$ cat src/inc/can_node_defs.svh
// Overview of operation
// - standard 11-bit frames at 500 kbit/s; multi-byte fields least byte first
// - frame identifier is fixed offset plus node ID; node ID defaults 0x50
// - one-byte heartbeat with own status every second at offset 0x700
// - missing master heartbeat ends charge and forces fault via timeout
// - heartbeat byte: 0 once at boot, then 5, 4 or 127 by stack state
// - process data frames go out only on sync; sync is id 0x80, no data
// - each transmit frame goes after transmission-type syncs; type is 1
// - eight 8-byte transmit frames at offsets 0x180..0x480, 0x160..0x460
// - first frame: state word bytes 0-3, fault word bytes 4-7
// - emergency at offset 0x80: code, error register, unused, data bytes
// - safe fault entry sends code 0xFF01 with fault word as data
// - every entry into fault mode sends an emergency frame; entries made while one is still pending share one frame carrying the last word
// - control frame 0x200: state, mode, grid conf, reserved, voltage set
// - control frame 0x300: charge limit, discharge limit, power setpoint
// - control frame 0x400 has six bytes, all reserved
// - voltage and current fields unsigned 16-bit 0.1 units; requests bytes
// - power setpoint signed 16-bit, 10 W per count, sign gives direction
`ifndef CAN_NODE_DEFS_SVH
`define CAN_NODE_DEFS_SVH

`define NODE_ID_DEFAULT 7'h50
`define MASTER_NODE_ID 7'h01
`define ID_SYNC 11'h080
`define OFS_HEARTBEAT 11'h700
`define OFS_EMCY 11'h080
`define OFS_RX0 11'h200
`define OFS_RX1 11'h300
`define OFS_RX2 11'h400
`define OFS_TPDO0 11'h180
`define OFS_TPDO1 11'h280
`define OFS_TPDO2 11'h380
`define OFS_TPDO3 11'h480
`define OFS_TPDO4 11'h160
`define OFS_TPDO5 11'h260
`define OFS_TPDO6 11'h360
`define OFS_TPDO7 11'h460
`define TPDO_LAST 3'h7

`define DLC_SYNC 4'h0
`define DLC_HB 4'h1
`define DLC_FULL 4'h8
`define DLC_RX2 4'h6

`define HB_BOOT 8'h00
`define HB_OPER 8'h05
`define HB_STOP 8'h04
`define HB_PREOP 8'h7F

`define EMCY_SAFE_CODE 16'hFF01
`define EMCY_ERR_REG 8'h00
`define EMCY_UNUSED 8'h00

`define RX0_STATE_LSB 0
`define RX0_MODE_LSB 8
`define RX0_GRID_LSB 16
`define RX0_VSET_LSB 48
`define RX1_ICHG_LSB 0
`define RX1_IDIS_LSB 16
`define RX1_PSET_LSB 32

`define CLK_PERIOD_NS 10
`define HB_PERIOD_MS 1000
`define HB_PERIOD_CYCLES (`HB_PERIOD_MS * 1000000 / `CLK_PERIOD_NS)
`define HB_TIMEOUT_MS 1500
`define HB_TIMEOUT_CYCLES (`HB_TIMEOUT_MS * 1000000 / `CLK_PERIOD_NS)
`define TX_TYPE_DEFAULT 1

`endif

$ cat src/inc/can_node_pkg.sv
package can_node_pkg;

   // data byte i sits in bits [8*i+7:8*i]
   typedef struct packed {
      logic [10:0] id;
      logic [3:0] dlc;
      logic [63:0] data;
   } can_frame_s;

   typedef enum logic [1:0] {
      STACK_PREOP,
      STACK_OPER,
      STACK_STOP
   } stack_state_e;

   typedef struct packed {
      logic [7:0] state_req;
      logic [7:0] mode_req;
      logic [7:0] grid_conf;
      logic [15:0] v_batt_set;
      logic [15:0] i_chg_lim;
      logic [15:0] i_dis_lim;
      logic signed [15:0] p_set;
   } ctrl_req_s;

   typedef struct packed {
      logic [31:0] state_word;
      logic [31:0] fault_word;
      logic [7:1][63:0] meas;
   } tpdo_src_s;

endpackage

$ cat src/rtl/can_message_node.sv
`timescale 1ns/1ps
`include "can_node_defs.svh"

module can_message_node
   import can_node_pkg::*;
#(
   parameter int unsigned HB_PERIOD = `HB_PERIOD_CYCLES,
   parameter int unsigned HB_TIMEOUT = `HB_TIMEOUT_CYCLES,
   parameter int unsigned TX_TYPE = `TX_TYPE_DEFAULT
) (
   input wire logic clock,
   input wire logic rst_n,
   input wire logic node_id_sel,
   input wire logic [6:0] node_id_in,
   input wire stack_state_e stack_state,
   input wire logic fault_entry,
   input wire logic [31:0] critical_fault_bits_word,
   input wire tpdo_src_s tpdo_src,
   input wire logic rx_valid,
   input wire can_frame_s rx_frame,
   input wire logic tx_ready,
   output logic tx_valid,
   output can_frame_s tx_frame,
   output ctrl_req_s ctrl,
   output logic ctrl_update,
   output logic [7:0] master_heartbeat_status,
   output logic [7:0] slave_heartbeat_status,
   output logic comm_timeout
);

   // ----------------------------------------------------------------
   // helpers
   // ----------------------------------------------------------------
   function automatic logic [10:0] frame_id(input logic [10:0] ofs,
                                            input logic [6:0] node);
      return ofs + {4'h0, node};
   endfunction

   function automatic logic [10:0] tpdo_ofs(input logic [2:0] idx);
      case (idx)
         3'h0: return `OFS_TPDO0;
         3'h1: return `OFS_TPDO1;
         3'h2: return `OFS_TPDO2;
         3'h3: return `OFS_TPDO3;
         3'h4: return `OFS_TPDO4;
         3'h5: return `OFS_TPDO5;
         3'h6: return `OFS_TPDO6;
         default: return `OFS_TPDO7;
      endcase
   endfunction

   function automatic logic [63:0] tpdo_data(input logic [2:0] idx,
                                             input tpdo_src_s s);
      if (idx == 3'h0) begin
         return {s.fault_word, s.state_word};
      end
      return s.meas[idx];
   endfunction

   function automatic logic [7:0] hb_code(input stack_state_e st);
      case (st)
         STACK_OPER: return `HB_OPER;
         STACK_STOP: return `HB_STOP;
         default: return `HB_PREOP;
      endcase
   endfunction

   localparam logic [7:0] SYNC_LAST = 8'(TX_TYPE - 1);

   // ----------------------------------------------------------------
   // state
   // ----------------------------------------------------------------
   logic [6:0] node_id;
   logic boot_pending;
   logic hb_pending;
   logic emcy_pending;
   logic [31:0] emcy_word;
   logic burst_pending;
   logic [2:0] tpdo_idx;
   logic [7:0] sync_count;
   logic timeout_q;

   logic [6:0] next_node_id;
   logic next_tx_valid;
   can_frame_s next_tx_frame;
   ctrl_req_s next_ctrl;
   logic next_ctrl_update;
   logic [7:0] next_master_status;
   logic [7:0] next_slave_status;
   logic next_boot_pending;
   logic next_hb_pending;
   logic next_emcy_pending;
   logic [31:0] next_emcy_word;
   logic next_burst_pending;
   logic [2:0] next_tpdo_idx;
   logic [7:0] next_sync_count;

   logic hb_tick;
   logic rx_sync;
   logic rx_mhb;
   logic rx_ctl0;
   logic rx_ctl1;
   logic sync_fire;
   logic emcy_trig;

   period_tick #(.PERIOD(HB_PERIOD)) u_hb_tick (
      .clock(clock),
      .rst_n(rst_n),
      .tick(hb_tick)
   );

   heartbeat_watchdog #(.TIMEOUT(HB_TIMEOUT)) u_watchdog (
      .clock(clock),
      .rst_n(rst_n),
      .kick(rx_mhb),
      .expired(comm_timeout)
   );

   // ----------------------------------------------------------------
   // receive decode
   // ----------------------------------------------------------------
   // the reserved 0x400 frame and unknown identifiers change nothing
   assign rx_sync = rx_valid && rx_frame.id == `ID_SYNC
                    && rx_frame.dlc == `DLC_SYNC;
   assign rx_mhb = rx_valid
                   && rx_frame.id == frame_id(`OFS_HEARTBEAT, `MASTER_NODE_ID)
                   && rx_frame.dlc == `DLC_HB;
   assign rx_ctl0 = rx_valid && rx_frame.id == frame_id(`OFS_RX0, node_id)
                    && rx_frame.dlc == `DLC_FULL;
   assign rx_ctl1 = rx_valid && rx_frame.id == frame_id(`OFS_RX1, node_id)
                    && rx_frame.dlc == `DLC_FULL;
   assign sync_fire = rx_sync && sync_count == SYNC_LAST;
   assign emcy_trig = fault_entry || (comm_timeout && !timeout_q);

   always_comb begin
      next_node_id = node_id_sel ? node_id_in : `NODE_ID_DEFAULT;
      next_ctrl = ctrl;
      next_ctrl_update = rx_ctl0 || rx_ctl1;
      next_master_status = master_heartbeat_status;
      if (rx_mhb) begin
         next_master_status = rx_frame.data[7:0];
      end
      if (rx_ctl0) begin
         next_ctrl.state_req = rx_frame.data[`RX0_STATE_LSB +: 8];
         next_ctrl.mode_req = rx_frame.data[`RX0_MODE_LSB +: 8];
         next_ctrl.grid_conf = rx_frame.data[`RX0_GRID_LSB +: 8];
         next_ctrl.v_batt_set = rx_frame.data[`RX0_VSET_LSB +: 16];
      end
      if (rx_ctl1) begin
         next_ctrl.i_chg_lim = rx_frame.data[`RX1_ICHG_LSB +: 16];
         next_ctrl.i_dis_lim = rx_frame.data[`RX1_IDIS_LSB +: 16];
         next_ctrl.p_set = rx_frame.data[`RX1_PSET_LSB +: 16];
      end
   end

   // ----------------------------------------------------------------
   // transmit scheduling
   // ----------------------------------------------------------------
   // a frame is held until tx_ready; a new one loads only into an empty
   // slot, boot first, then emergency, heartbeat, process data
   always_comb begin
      next_tx_valid = tx_valid && !tx_ready;
      next_tx_frame = tx_frame;
      next_slave_status = slave_heartbeat_status;
      next_boot_pending = boot_pending;
      next_hb_pending = hb_pending;
      next_emcy_pending = emcy_pending;
      next_emcy_word = emcy_word;
      next_burst_pending = burst_pending;
      next_tpdo_idx = tpdo_idx;
      next_sync_count = sync_count;
      if (rx_sync) begin
         next_sync_count = sync_fire ? 8'h00 : sync_count + 8'h01;
      end
      if (!tx_valid) begin
         if (boot_pending) begin
            next_tx_valid = 1'b1;
            next_tx_frame = '{id: frame_id(`OFS_HEARTBEAT, node_id),
                              dlc: `DLC_HB, data: {56'h0, `HB_BOOT}};
            next_slave_status = `HB_BOOT;
            next_boot_pending = 1'b0;
         end else if (emcy_pending) begin
            next_tx_valid = 1'b1;
            next_tx_frame = '{id: frame_id(`OFS_EMCY, node_id),
                              dlc: `DLC_FULL,
                              data: {emcy_word, `EMCY_UNUSED,
                                     `EMCY_ERR_REG, `EMCY_SAFE_CODE}};
            next_emcy_pending = 1'b0;
         end else if (hb_pending) begin
            next_tx_valid = 1'b1;
            next_tx_frame = '{id: frame_id(`OFS_HEARTBEAT, node_id),
                              dlc: `DLC_HB,
                              data: {56'h0, hb_code(stack_state)}};
            next_slave_status = hb_code(stack_state);
            next_hb_pending = 1'b0;
         end else if (burst_pending) begin
            next_tx_valid = 1'b1;
            next_tx_frame = '{id: frame_id(tpdo_ofs(tpdo_idx), node_id),
                              dlc: `DLC_FULL,
                              data: tpdo_data(tpdo_idx, tpdo_src)};
            next_tpdo_idx = tpdo_idx + 3'h1;
            if (tpdo_idx == `TPDO_LAST) begin
               next_burst_pending = 1'b0;
            end
         end
      end
      // sets come after clears so a same-cycle event is kept
      if (hb_tick) begin
         next_hb_pending = 1'b1;
      end
      if (emcy_trig) begin
         next_emcy_pending = 1'b1;
         next_emcy_word = critical_fault_bits_word;
      end
      if (sync_fire) begin
         next_burst_pending = 1'b1;
      end
   end

   always_ff @(posedge clock) begin
      if (!rst_n) begin
         node_id <= `NODE_ID_DEFAULT;
         tx_valid <= 1'b0;
         tx_frame <= '0;
         ctrl <= '0;
         ctrl_update <= 1'b0;
         master_heartbeat_status <= `HB_BOOT;
         slave_heartbeat_status <= `HB_BOOT;
         boot_pending <= 1'b1;
         hb_pending <= 1'b0;
         emcy_pending <= 1'b0;
         emcy_word <= '0;
         burst_pending <= 1'b0;
         tpdo_idx <= 3'h0;
         sync_count <= 8'h00;
         timeout_q <= 1'b0;
      end else begin
         node_id <= next_node_id;
         tx_valid <= next_tx_valid;
         tx_frame <= next_tx_frame;
         ctrl <= next_ctrl;
         ctrl_update <= next_ctrl_update;
         master_heartbeat_status <= next_master_status;
         slave_heartbeat_status <= next_slave_status;
         boot_pending <= next_boot_pending;
         hb_pending <= next_hb_pending;
         emcy_pending <= next_emcy_pending;
         emcy_word <= next_emcy_word;
         burst_pending <= next_burst_pending;
         tpdo_idx <= next_tpdo_idx;
         sync_count <= next_sync_count;
         timeout_q <= comm_timeout;
      end
   end
endmodule

$ cat src/rtl/period_tick.sv
`timescale 1ns/1ps

module period_tick #(
   parameter int unsigned PERIOD = 1000
) (
   input wire logic clock,
   input wire logic rst_n,
   output logic tick
);

   localparam int W = $clog2(PERIOD + 1);
   localparam logic [W-1:0] LAST = W'(PERIOD - 1);

   logic [W-1:0] count;
   logic [W-1:0] next_count;
   logic next_tick;

   always_comb begin
      next_count = count + W'(1);
      next_tick = 1'b0;
      if (count == LAST) begin
         next_count = '0;
         next_tick = 1'b1;
      end
   end

   always_ff @(posedge clock) begin
      if (!rst_n) begin
         count <= '0;
         tick <= 1'b0;
      end else begin
         count <= next_count;
         tick <= next_tick;
      end
   end
endmodule

$ cat src/rtl/heartbeat_watchdog.sv
`timescale 1ns/1ps

module heartbeat_watchdog #(
   parameter int unsigned TIMEOUT = 1000
) (
   input wire logic clock,
   input wire logic rst_n,
   input wire logic kick,
   output logic expired
);

   localparam int W = $clog2(TIMEOUT + 1);
   localparam logic [W-1:0] LIMIT = W'(TIMEOUT - 1);

   logic [W-1:0] count;
   logic [W-1:0] next_count;
   logic next_expired;

   // expired stays up until the master heartbeat returns
   always_comb begin
      next_count = count;
      next_expired = expired;
      if (kick) begin
         next_count = '0;
         next_expired = 1'b0;
      end else if (count == LIMIT) begin
         next_expired = 1'b1;
      end else begin
         next_count = count + W'(1);
      end
   end

   always_ff @(posedge clock) begin
      if (!rst_n) begin
         count <= '0;
         expired <= 1'b0;
      end else begin
         count <= next_count;
         expired <= next_expired;
      end
   end
endmodule

$ cat config.mk
export PLATFORM = sky130hd
export DESIGN_NAME = can_message_node
export DESIGN_NICKNAME = d
export VERILOG_FILES = /design/src/inc/can_node_pkg.sv /design/src/rtl/can_message_node.sv /design/src/rtl/period_tick.sv /design/src/rtl/heartbeat_watchdog.sv
export VERILOG_INCLUDE_DIRS = /design/src /design/src/inc
export SDC_FILE = /design/constraint.sdc
export NUM_CORES = 1
export LEC_CHECK = 0
export BUFFER_PORTS_ARGS = -buffer_cell sky130_fd_sc_hd__buf_2
export CAP_MARGIN = 20
export CORE_AREA = 3 3 316 318
export DETAILED_ROUTE_END_ITERATION = 8
export DIE_AREA = 0 0 319 321
export GPL_ROUTABILITY_DRIVEN = 0
export PLACE_DENSITY = 0.36
export SLEW_MARGIN = 10
export SYNTH_ARGS = -nofsm -noshare
export SYNTH_HDL_FRONTEND = slang
export SYNTH_SLANG_ARGS = --single-unit
export TNS_END_PERCENT = 30
$ cat constraint.sdc
create_clock -name clock -period 3.4 [get_ports clock]
set_input_delay 0 -clock clock [delete_from_list [all_inputs] [get_ports clock]]
set_output_delay 0 -clock clock [all_outputs]
set_load 0.05 [all_outputs]
# Word level (Yosys, flattened, before mapping)
# Cells that the tools add are included.
dict set report op_classes {
  addsub 9
  n_mul 0
  div_mod_pow 0
  n_lt_le_gt_ge 1
  n_eq_ne 27
  shifts 0
  n_mux 45
  n_bitwise 5
  n_reduce_logical 29
}
# cell count
set ops {}
lappend ops {{79-bit two-way mux} 4}
lappend ops {{64-bit binary-select mux with 3-bit select} 1}
lappend ops {{64-bit two-way mux} 3}
lappend ops {{11-bit case mux with 7 select lines} 1}
lappend ops {{11-bit two-way mux} 5}
lappend ops {{8-bit two-way mux} 4}
lappend ops {{28-bit by 1-bit adder with 28-bit output (second input constant)} 1}
lappend ops {{28-bit == test (second input constant)} 1}
lappend ops {{27-bit by 1-bit adder with 27-bit output (second input constant)} 1}
lappend ops {{27-bit == test (second input constant)} 1}
lappend ops {{1-bit two-way mux} 26}
lappend ops {{10-bit by 7-bit adder with 11-bit output (first input constant)} 2}
lappend ops {{11-bit == test} 2}
lappend ops {{2-bit by 1-bit != test with 1-bit output (second input constant)} 9}
lappend ops {{7-bit case mux with 2 select lines} 1}
lappend ops {{3-bit == test (second input constant)} 4}
lappend ops {{11-bit by 7-bit adder with 11-bit output} 1}
lappend ops {{11-bit == test (second input constant)} 1}
lappend ops {{11-bit by 8-bit == test with 1-bit output (second input constant)} 1}
lappend ops {{1-bit logical AND} 11}
lappend ops {{9-bit by 8-bit adder with 10-bit output (first input constant)} 1}
lappend ops {{8-bit by 7-bit adder with 9-bit output (first input constant)} 1}
lappend ops {{8-bit by 1-bit adder with 8-bit output (second input constant)} 1}
lappend ops {{8-bit logical NOT} 1}
lappend ops {{21 further kinds} 32}
dict set report word_totals {
  register_bits 297
  latch_bits 0
  ram_bits 0
  romBits 0
  out_inout_bits 186
  word_cells 143
  memories 0
}

# Logic depth before layout (Yosys ltp)
# Gate-level depths: netlist (run 1).
dict set report depth {
  depth_word 12
  mapped_depth 13
  ltp_nobuf 7
}

# Cells and area by module
# From an unflattened synthesis (run 1), not the netlist that was laid out.
dict set report hier_totals {
  hier_cells 1764
  area_unflattened_um2 16243.1
}
# mod n_inst cells_per_inst area_per_inst_um2 seq_area_each_um2
set by_module_without_submodules {}
lappend by_module_without_submodules {can_message_node 1 1411 13299.0 4664.5}
lappend by_module_without_submodules {heartbeat_watchdog 1 183 1525.2 580.6}
lappend by_module_without_submodules {period_tick 1 170 1418.9 560.5}

# Worst setup path before layout (run 1)
# No wires, ideal clock.
dict set report synth_path {
  kind {flip-flop to flip-flop}
  start {reg tpdo_idx[1]}
  end {reg tx_frame[11] (netlist bit)}
  setup_ns 0.086
  arrival_ns 2.761
  path_slack_ns 0.552
  stages_incl_launch_ff 14
  path_buffers 6
  period_less_slack_ns 2.848
  cell_sequence {dfxtp_1 -> buf_2 -> clkbuf_1 -> buf_2 -> buf_1 -> inv_1 -> ha_1 -> inv_1 -> clkbuf_1 -> clkbuf_1 -> nor2_1 -> nor3_1 -> a21oi_1 -> a211oi_1}
}
dict set report synth_via {
  elab_chain_len 12
  word_cells_on_any_way 14
  classes_between {13 x mux; 1 x reduce/logical}
}
# element line
set synth_rtl {}
lappend synth_rtl {{start: declaration} can_message_node.sv:79} ;# logic [2:0] tpdo_idx;
lappend synth_rtl {{start signal: assignment} can_message_node.sv:250} ;# tpdo_idx <= next_tpdo_idx;
lappend synth_rtl {{3-bit logical NOT} can_message_node.sv:54} ;# if (idx == 3'h0) begin
lappend synth_rtl {{1-bit two-way mux} can_message_node.sv:54}
lappend synth_rtl {{1-bit two-way mux} can_message_node.sv:196} ;# end else if (burst_pending) begin
lappend synth_rtl {{1-bit two-way mux} can_message_node.sv:189} ;# end else if (hb_pending) begin
lappend synth_rtl {{1-bit two-way mux} can_message_node.sv:182} ;# end else if (emcy_pending) begin
lappend synth_rtl {{1-bit two-way mux} can_message_node.sv:176} ;# if (boot_pending) begin
lappend synth_rtl {{1-bit two-way mux} can_message_node.sv:175} ;# if (!tx_valid) begin
lappend synth_rtl {{64-bit two-way mux *} can_message_node.sv:57} ;# return s.meas[idx];
lappend synth_rtl {{79-bit two-way mux *} can_message_node.sv:196}
lappend synth_rtl {{79-bit two-way mux *} can_message_node.sv:189}
lappend synth_rtl {{79-bit two-way mux *} can_message_node.sv:182}
lappend synth_rtl {{79-bit two-way mux *} can_message_node.sv:176}
lappend synth_rtl {{end signal: assignment} can_message_node.sv:240} ;# tx_frame <= next_tx_frame;
lappend synth_rtl {{end: declaration} can_message_node.sv:23} ;# output can_frame_s tx_frame,
# Every way passes the cells marked *; elsewhere a longest branch is shown, timed or not. The select of a mux whose other input is x is not followed.
# A chain may end at the register's enable or synchronous reset.

# Worst setup path after layout (run 1)
dict set report layout_path {
  start {reg tpdo_idx[1]}
  end {reg tx_frame[56] (netlist bit)}
}
# The elaborated chain is that of the path after synthesis.

==> run_results.csv, run 1 <==
group,metric,value,unit
route,route.detailed.wl_per_inst,21.3,µm
route,postRouteAntennaNets,0,
timing,setup-tns-final,0,ns
synth,yosysMostFrequentCell,"dfxtp_1",
global_routing,overflow,0,
synth,synth_edf_count,0,
synth,synthDistinctLibCells,59,
route,vias,17400,
timing,rsz0062_at_grt,"false",
worst_setup_path,crit_required,3.89,ns
synth,synth_compound_area_share,17.3,%
global_routing,grt_pass1_vias,18400,
route,drc,0,
synth,synthTopCellsByCount,"dfxtp_1 (290), nor2_1 (200), nand2_1 (125)",
worst_setup_path,crit_arrival,3.60,ns
clocking,cts.clk_slew.worst_paths,0.06,ns
synth,synth_top_area_share,38.3,%
run_status,status,"finished clean",
pwr,leakage,11.2,nW
synth,yosys_most_used_dff,"dfxtp_1",
floorplanning,start_util,15.6,%
global_routing,antenna_found_initial,23,
timing,setup-violations-final,0,
place,io_buffers,820,
cells_and_area,drive_above_1_share,39.7,%
synth,synth_area_leaders,"dfxtp_1 (38%), mux4_2 (9.4%), mux2i_1 (6.7%), nor2_1 (5.0%), a221oi_1 (4.8%)",
global_routing,grt_pass1_wl,122000,µm
clocking,cts_max_level,2,
synth,postSynthCellCount,1610,
synth,synthSimpleGateAreaFrac,14.6,%
clocking,numCtsBuffers,40,
timing,worst_slew_pin_slew,0.998,ns
floorplanning,die_y,321,µm
clocking,clkLatencyLatePin,0.57,ns
job,cap_viol_max_count,0,
timing,slew_headroom,33.4,%
synth,synth.yosys.seq_area_share,38.3,%
timing,fin_crit_sh,91.7,%
synth,synth_fa_ha_area_share,1.29,%
timing,slew_viol_final,0,
synth,syn_area,15200,µm²
worst_setup_path,critPathKind,"reg2reg",
route,drt-total-wl,85000,µm
floorplanning,die_area,102000,µm²
cells_and_area,final_core_util,26.0,%
route,viasPerCell,4.36,
worst_setup_path,cp_max_fo,48,
cells_and_area,fin_nets,3322,
synth,synth_top_family_by_area,"multiplexers",
route,firstDrtPassIters,5,
global_routing,grt_max_degree,80,
synth,synth_area_leader_cell,"dfxtp_1",
timing,skew,0.0412,ns
timing,max_freq,321,MHz
synth,synth_xor_area_share,3.12,%
timing,min_period,3.12,ns
min_path,hold_path.class,"in2reg",
floorplanning,ioPinCount,824,
floorplanning,chipWidth,319,µm
floorplanning,core_area,96900,µm²
pwr,p_per_area,394,nW/µm²
route,first_iter_violations,795,
clocking,cts_resized,0,
worst_setup_path,cp-end-kind,"flip-flop",
synth,synth_mux_area_share,20.8,%
clocking,cts_root_buffer,"clkbuf_16",
clocking,cts.sinks,290,
place,dpl.hpwl,67000,µm
clocking,cts_tree,"built",
cells_and_area,syn2layout_area_growth,66.0,%
floorplanning,rows,114,
timing,final_hold_viol_count,0,
cells_and_area,fillers,10500,
synth,synth-seq-cells,290,
synth,yosysWarningCount,0,
pwr,ir_drop,0.295,mV
global_routing,grt_usage,15.8,%
synth,synthArstFlopShare,0,%
clocking,clock_path_buffers,3,
synth,synth_area_per_cell,9.41,µm²
worst_setup_path,startpoint_type,"flip-flop",
[layout by cell type (no fill, tap or decap), types with 5 or more instances in the layout]
cell type,n
buf_2,819
dlygate4sd3_1,299
dfxtp_1,287
nor2_1,198
nand2_1,125
o21ai_0,115
mux2i_1,102
a221oi_1,83
a21oi_1,71
mux2_2,63
mux4_2,63
clkbuf_16,40
buf_4,33
o211a_1,31
xor2_1,30
xnor2_1,24
nand3_1,24
nor3_1,23
nand4_1,20
inv_1,18
a22oi_1,18
a221o_1,17
diode_2,16
or3_1,14
and3_1,14
ha_1,13
nor4_1,12
clkbuf_8,10
a211oi_1,9
o31ai_1,8
clkbuf_1,8
nor4b_1,7
and4_1,6
and2_1,6
bufinv_16,6
nand2b_1,5
o211ai_1,5
buf_12,5
[layout make-up]
class                           count  area [µm²]  share of cell area, %
Multi-Input combinational cell   1161        8740                   34.8
Inverter                           20        80.1                  0.318
Clock inverter                     12         262                   1.04
Timing Repair Buffer             1156        7440                   29.6
Clock buffer                       58        1170                   4.65
Sequential cell                   290        5810                   23.1
Tap cell                         1276        1600                   6.35
Antenna cell                       16        40.0                  0.159
[cell families after synthesis]
family / Yosys count
xor gates and xnor gates: 54
AOI/OAI and AO/OA: 381
buffers and inverters: 161
and+or+nand+nor: 480
muxes: 228
other: 1
DFF: 290
adders and majority gates: 15
[registers in the layout (all words and copies together) (netlist names), 3 cells and up]
signal and flops:
ctrl 88, tx_frame 77, emcy_word 32, u_watchdog.count 28, u_hb_tick.count 27, master_heartbeat_status 8
sync_count 8, node_id 7, slave_heartbeat_status 3, tpdo_idx 3
[path summary, 6_finish.rpt]
| check | startpoint | cells after the start | slack, ns | end |
|---|---|---|---|---|
| max | tpdo_idx[1] | 8 | 0.28 | tx_frame[56] |
| min | tpdo_src[481] | 5 | 0.05 | tx_frame[1] |
| max reg2reg | tpdo_idx[1] | 8 | 0.28 | tx_frame[56] |
| min reg2reg | u_hb_tick.count[0] | 1 | 0.45 | u_hb_tick.count[0] |
[critical path, stage by stage, from the launching register on]
cell           delay (ns)
dfxtp_4              0.65
inv_1                0.17
ha_4                 0.38
inv_2                0.43
buf_12               0.28
o21ai_0              0.13
o21ai_0              0.19
dlygate4sd3_1        0.58
o211a_1              0.14
[per-layer routing]
layer | wire length, µm | up-vias | track usage [%]
li1 | - | 8106 | -
met1 | 34500 | 8464 | 18.9
met2 | 40600 | 684 | 26.9
met3 | 7160 | 124 | 5.03
met4 | 2540 | 16 | 5.38
met5 | 124 | - | 0
[through the flow]
stage	hold WS (ns)	cell area [µm²]	total power [mW]	worst slack [ns]	instances
global route	0.0434	25100	10.4	0.0467	3983
global placement	0.216	20700	5.06	0.798	3603
floorplan	0.0831	15200	4.32	0.552	1612
detailed placement	0.237	20700	5.07	0.801	3603
finish	0.0462	25100	9.90	0.282	3989
CTS	0.00648	25100	10.1	0.296	3972
[power by group]
part	internal (mW)	leakage (nW)	switching (mW)	total, mW
Combinational	0.816	8.16	0.927	1.74
Clock	2.85	0.699	1.72	4.57
Sequential	3.51	2.36	0.0779	3.58
[timing repair]
item | in CTS | in global routing
setup endpoints to repair | 0 | 0
endpoints found under the hold margin | 212 | 0
hold buffers | 299 | 0
buffers inserted | 0 | 0
(Power assumes the default switching activity.)
==> inputs of run 2 (changes only) <==
==> constraint.sdc (replaced) <==
create_clock -name clock -period 3.3 [get_ports clock]
set_input_delay 0 -clock clock [delete_from_list [all_inputs] [get_ports clock]]
set_output_delay 0 -clock clock [all_outputs]
set_load 0.05 [all_outputs]
==> run 2 against run 1 <==
  * Count of clock-buffer cells in the layout fell by 1
  * Final area fell by 0.33%
  * Clock skew is 0.0049 ns higher
  * Core utilization down 0.085 points
  * Power rose by 1.7%
  * First-iteration DRC count is 16% higher
  * Routed wire length down 0.10%
  * Final cell count down 0.45%
  * Clock power is essentially flat
  * Die area is the same
  * Worst setup slack got worse by 0.098 ns
==> run_results.csv, run 2 (synthesis gave the netlist of run 1 again) <==
group,metric,value,unit
clocking,clock_path_buffers,3,
place,post_dp_cell_area,20700,µm²
timing,final_hold_viol_count,0,
worst_setup_path,cp_max_fo,61,
global_routing,grt_usage,15.8,%
cells_and_area,largest-register,"ctrl",
global_routing,grt_pass1_wl,122000,µm
worst_setup_path,cp-end-kind,"flip-flop",
route,route.detailed.wl_per_inst,21.4,µm
min_path,min_delay_path_depth,4,
clocking,cts_root_buffer,"clkbuf_16",
pwr,p_per_area,402,nW/µm²
clocking,cts.clk_slew.worst_paths,0.06,ns
cells_and_area,final_core_util,25.9,%
timing,slew_viol_final,0,
timing,min_period,3.12,ns
cells_and_area,syn2layout_area_growth,65.4,%
job,cap_viol_max_count,0,
pwr,finalPower,10.1,mW
global_routing,overflow,0,
cells_and_area,final_common_cell,"buf_2",
clocking,numCtsBuffers,39,
worst_setup_path,crit_arrival,3.57,ns
route,drc,0,
route,viasPerCell,4.37,
place,dp_cells,3603,
pwr,leakage,11.2,nW
place,dpl.hpwl,66700,µm
timing,setup_ws,0.183,ns
worst_setup_path,startpoint_type,"flip-flop",
clocking,cts_tree,"built",
timing,max_freq,321,MHz
timing,skew,0.0461,ns
worst_setup_path,r2r_cells,7,
global_routing,grt_pass1_vias,18200,
floorplanning,rows,114,
clocking,cts.sinks,290,
cells_and_area,fin_nets,3314,
clocking,cts_max_level,2,
cells_and_area,top_regs,"ctrl: 88 flops, tx_frame: 77 flops, emcy_word: 32 flops",
timing,setup-tns-final,0,ns
global_routing,antenna_found_initial,21,
timing,rsz0062_at_grt,"false",
cells_and_area,drive_above_1_share,39.8,%
route,firstDrtPassIters,5,
pwr,pwr-share-comb,17.8,%
clocking,clkLatencyLatePin,0.57,ns
route,postRouteAntennaNets,0,
cells_and_area,layout_common_cells,"buf_2 (819), dlygate4sd3_1 (291), dfxtp_1 (287)",
timing,fin_crit_sh,94.4,%
floorplanning,core_area,96900,µm²
worst_setup_path,critPathKind,"reg2reg",
min_path,hold_path.class,"in2reg",
pwr,clock_power_share,45.5,%
floorplanning,chipWidth,319,µm
timing,holdWs,0.0235,ns
place,io_buffers,820,
route,first_iter_violations,919,
run_status,status,"finished clean",
clocking,cts_resized,0,
pwr,power_frac_seq,36.8,%
place,dp_worst_setup_slack,0.600,ns
worst_setup_path,crit_required,3.76,ns
cells_and_area,fin_cells,3971,
timing,setup-violations-final,0,
pwr,switchingPower,2.83,mW
floorplanning,die_area,102000,µm²
timing,slew_headroom,36.4,%
cells_and_area,largest_register_ffs,88,
cells_and_area,fin_area,25100,µm²
floorplanning,die_y,321,µm
route,drt-total-wl,84900,µm
route,vias,17300,
pwr,switching_share,28.1,%
timing,worst_slew_pin_slew,0.952,ns
floorplanning,start_util,15.6,%
pwr,p_int,7.24,mW
global_routing,grt_max_degree,112,
floorplanning,ioPinCount,824,
pwr,ir_drop,0.342,mV
## run 2: cell count changes in the layout (fill, tap and decap cells not counted), moves of 2 or more
cell,delta
buf_12,+4
buf_4,-4
diode_2,-9
dlygate4sd3_1,-8
bufinv_16,-2
clkinvlp_4,+2
## run 2: repair_timing
action	4_1_cts	5_1_grt
hold buffers	291	0
endpoints found under the setup margin	0	1
hold endpoints to repair	200	0
setup buffers	0	2
## run 2: power groups by stage
stage / registers (mW) / logic, mW / clock network, mW
floorplan: 4.00 / 0.447 / 0
global placement: 3.78 / 1.46 / 0
detailed placement: 3.78 / 1.47 / 0
CTS: 3.70 / 1.81 / 4.80
global route: 3.71 / 1.93 / 4.93
finish: 3.70 / 1.79 / 4.58
## run 2: area by class of cell
cell class              instances  area [µm²]
inverters                      20        80.1
clock buffers                  57        1180
diodes                          7        17.5
fillers                     10600       71800
flip-flops and latches        290        5810
multi-input cells            1161        8740
well taps                    1276        1600
repair buffers               1149        7440
clock inverters                11         196
## run 2: final timing paths
path | slack [ns] | from | endpoint
setup / recovery | 0.18 | tpdo_idx[1] | tx_frame[23]
hold / removal | 0.02 | tpdo_src[192] | tx_frame[0]
setup reg to reg | 0.18 | tpdo_idx[1] | tx_frame[23]
hold reg to reg | 0.44 | u_hb_tick.tick | hb_pending
## run 2: worst max-delay path: stages, from the launching register on
cell	delay [ns]
dfxtp_4	0.58
buf_12	0.34
mux2_2	0.40
a221o_1	0.29
o21ai_0	0.10
dlygate4sd3_1	0.59
o21ai_0	0.07
dlygate4sd3_1	0.58
## run 2: layer usage
metal | track usage (%) | vias up | routed length [µm]
met2 | 26.6 | 701 | 40300
met3 | 4.25 | 131 | 6430
met5 | 0 | - | 90
met4 | 5.38 | 14 | 2760
li1 | - | 8082 | -
met1 | 19.5 | 8413 | 35400
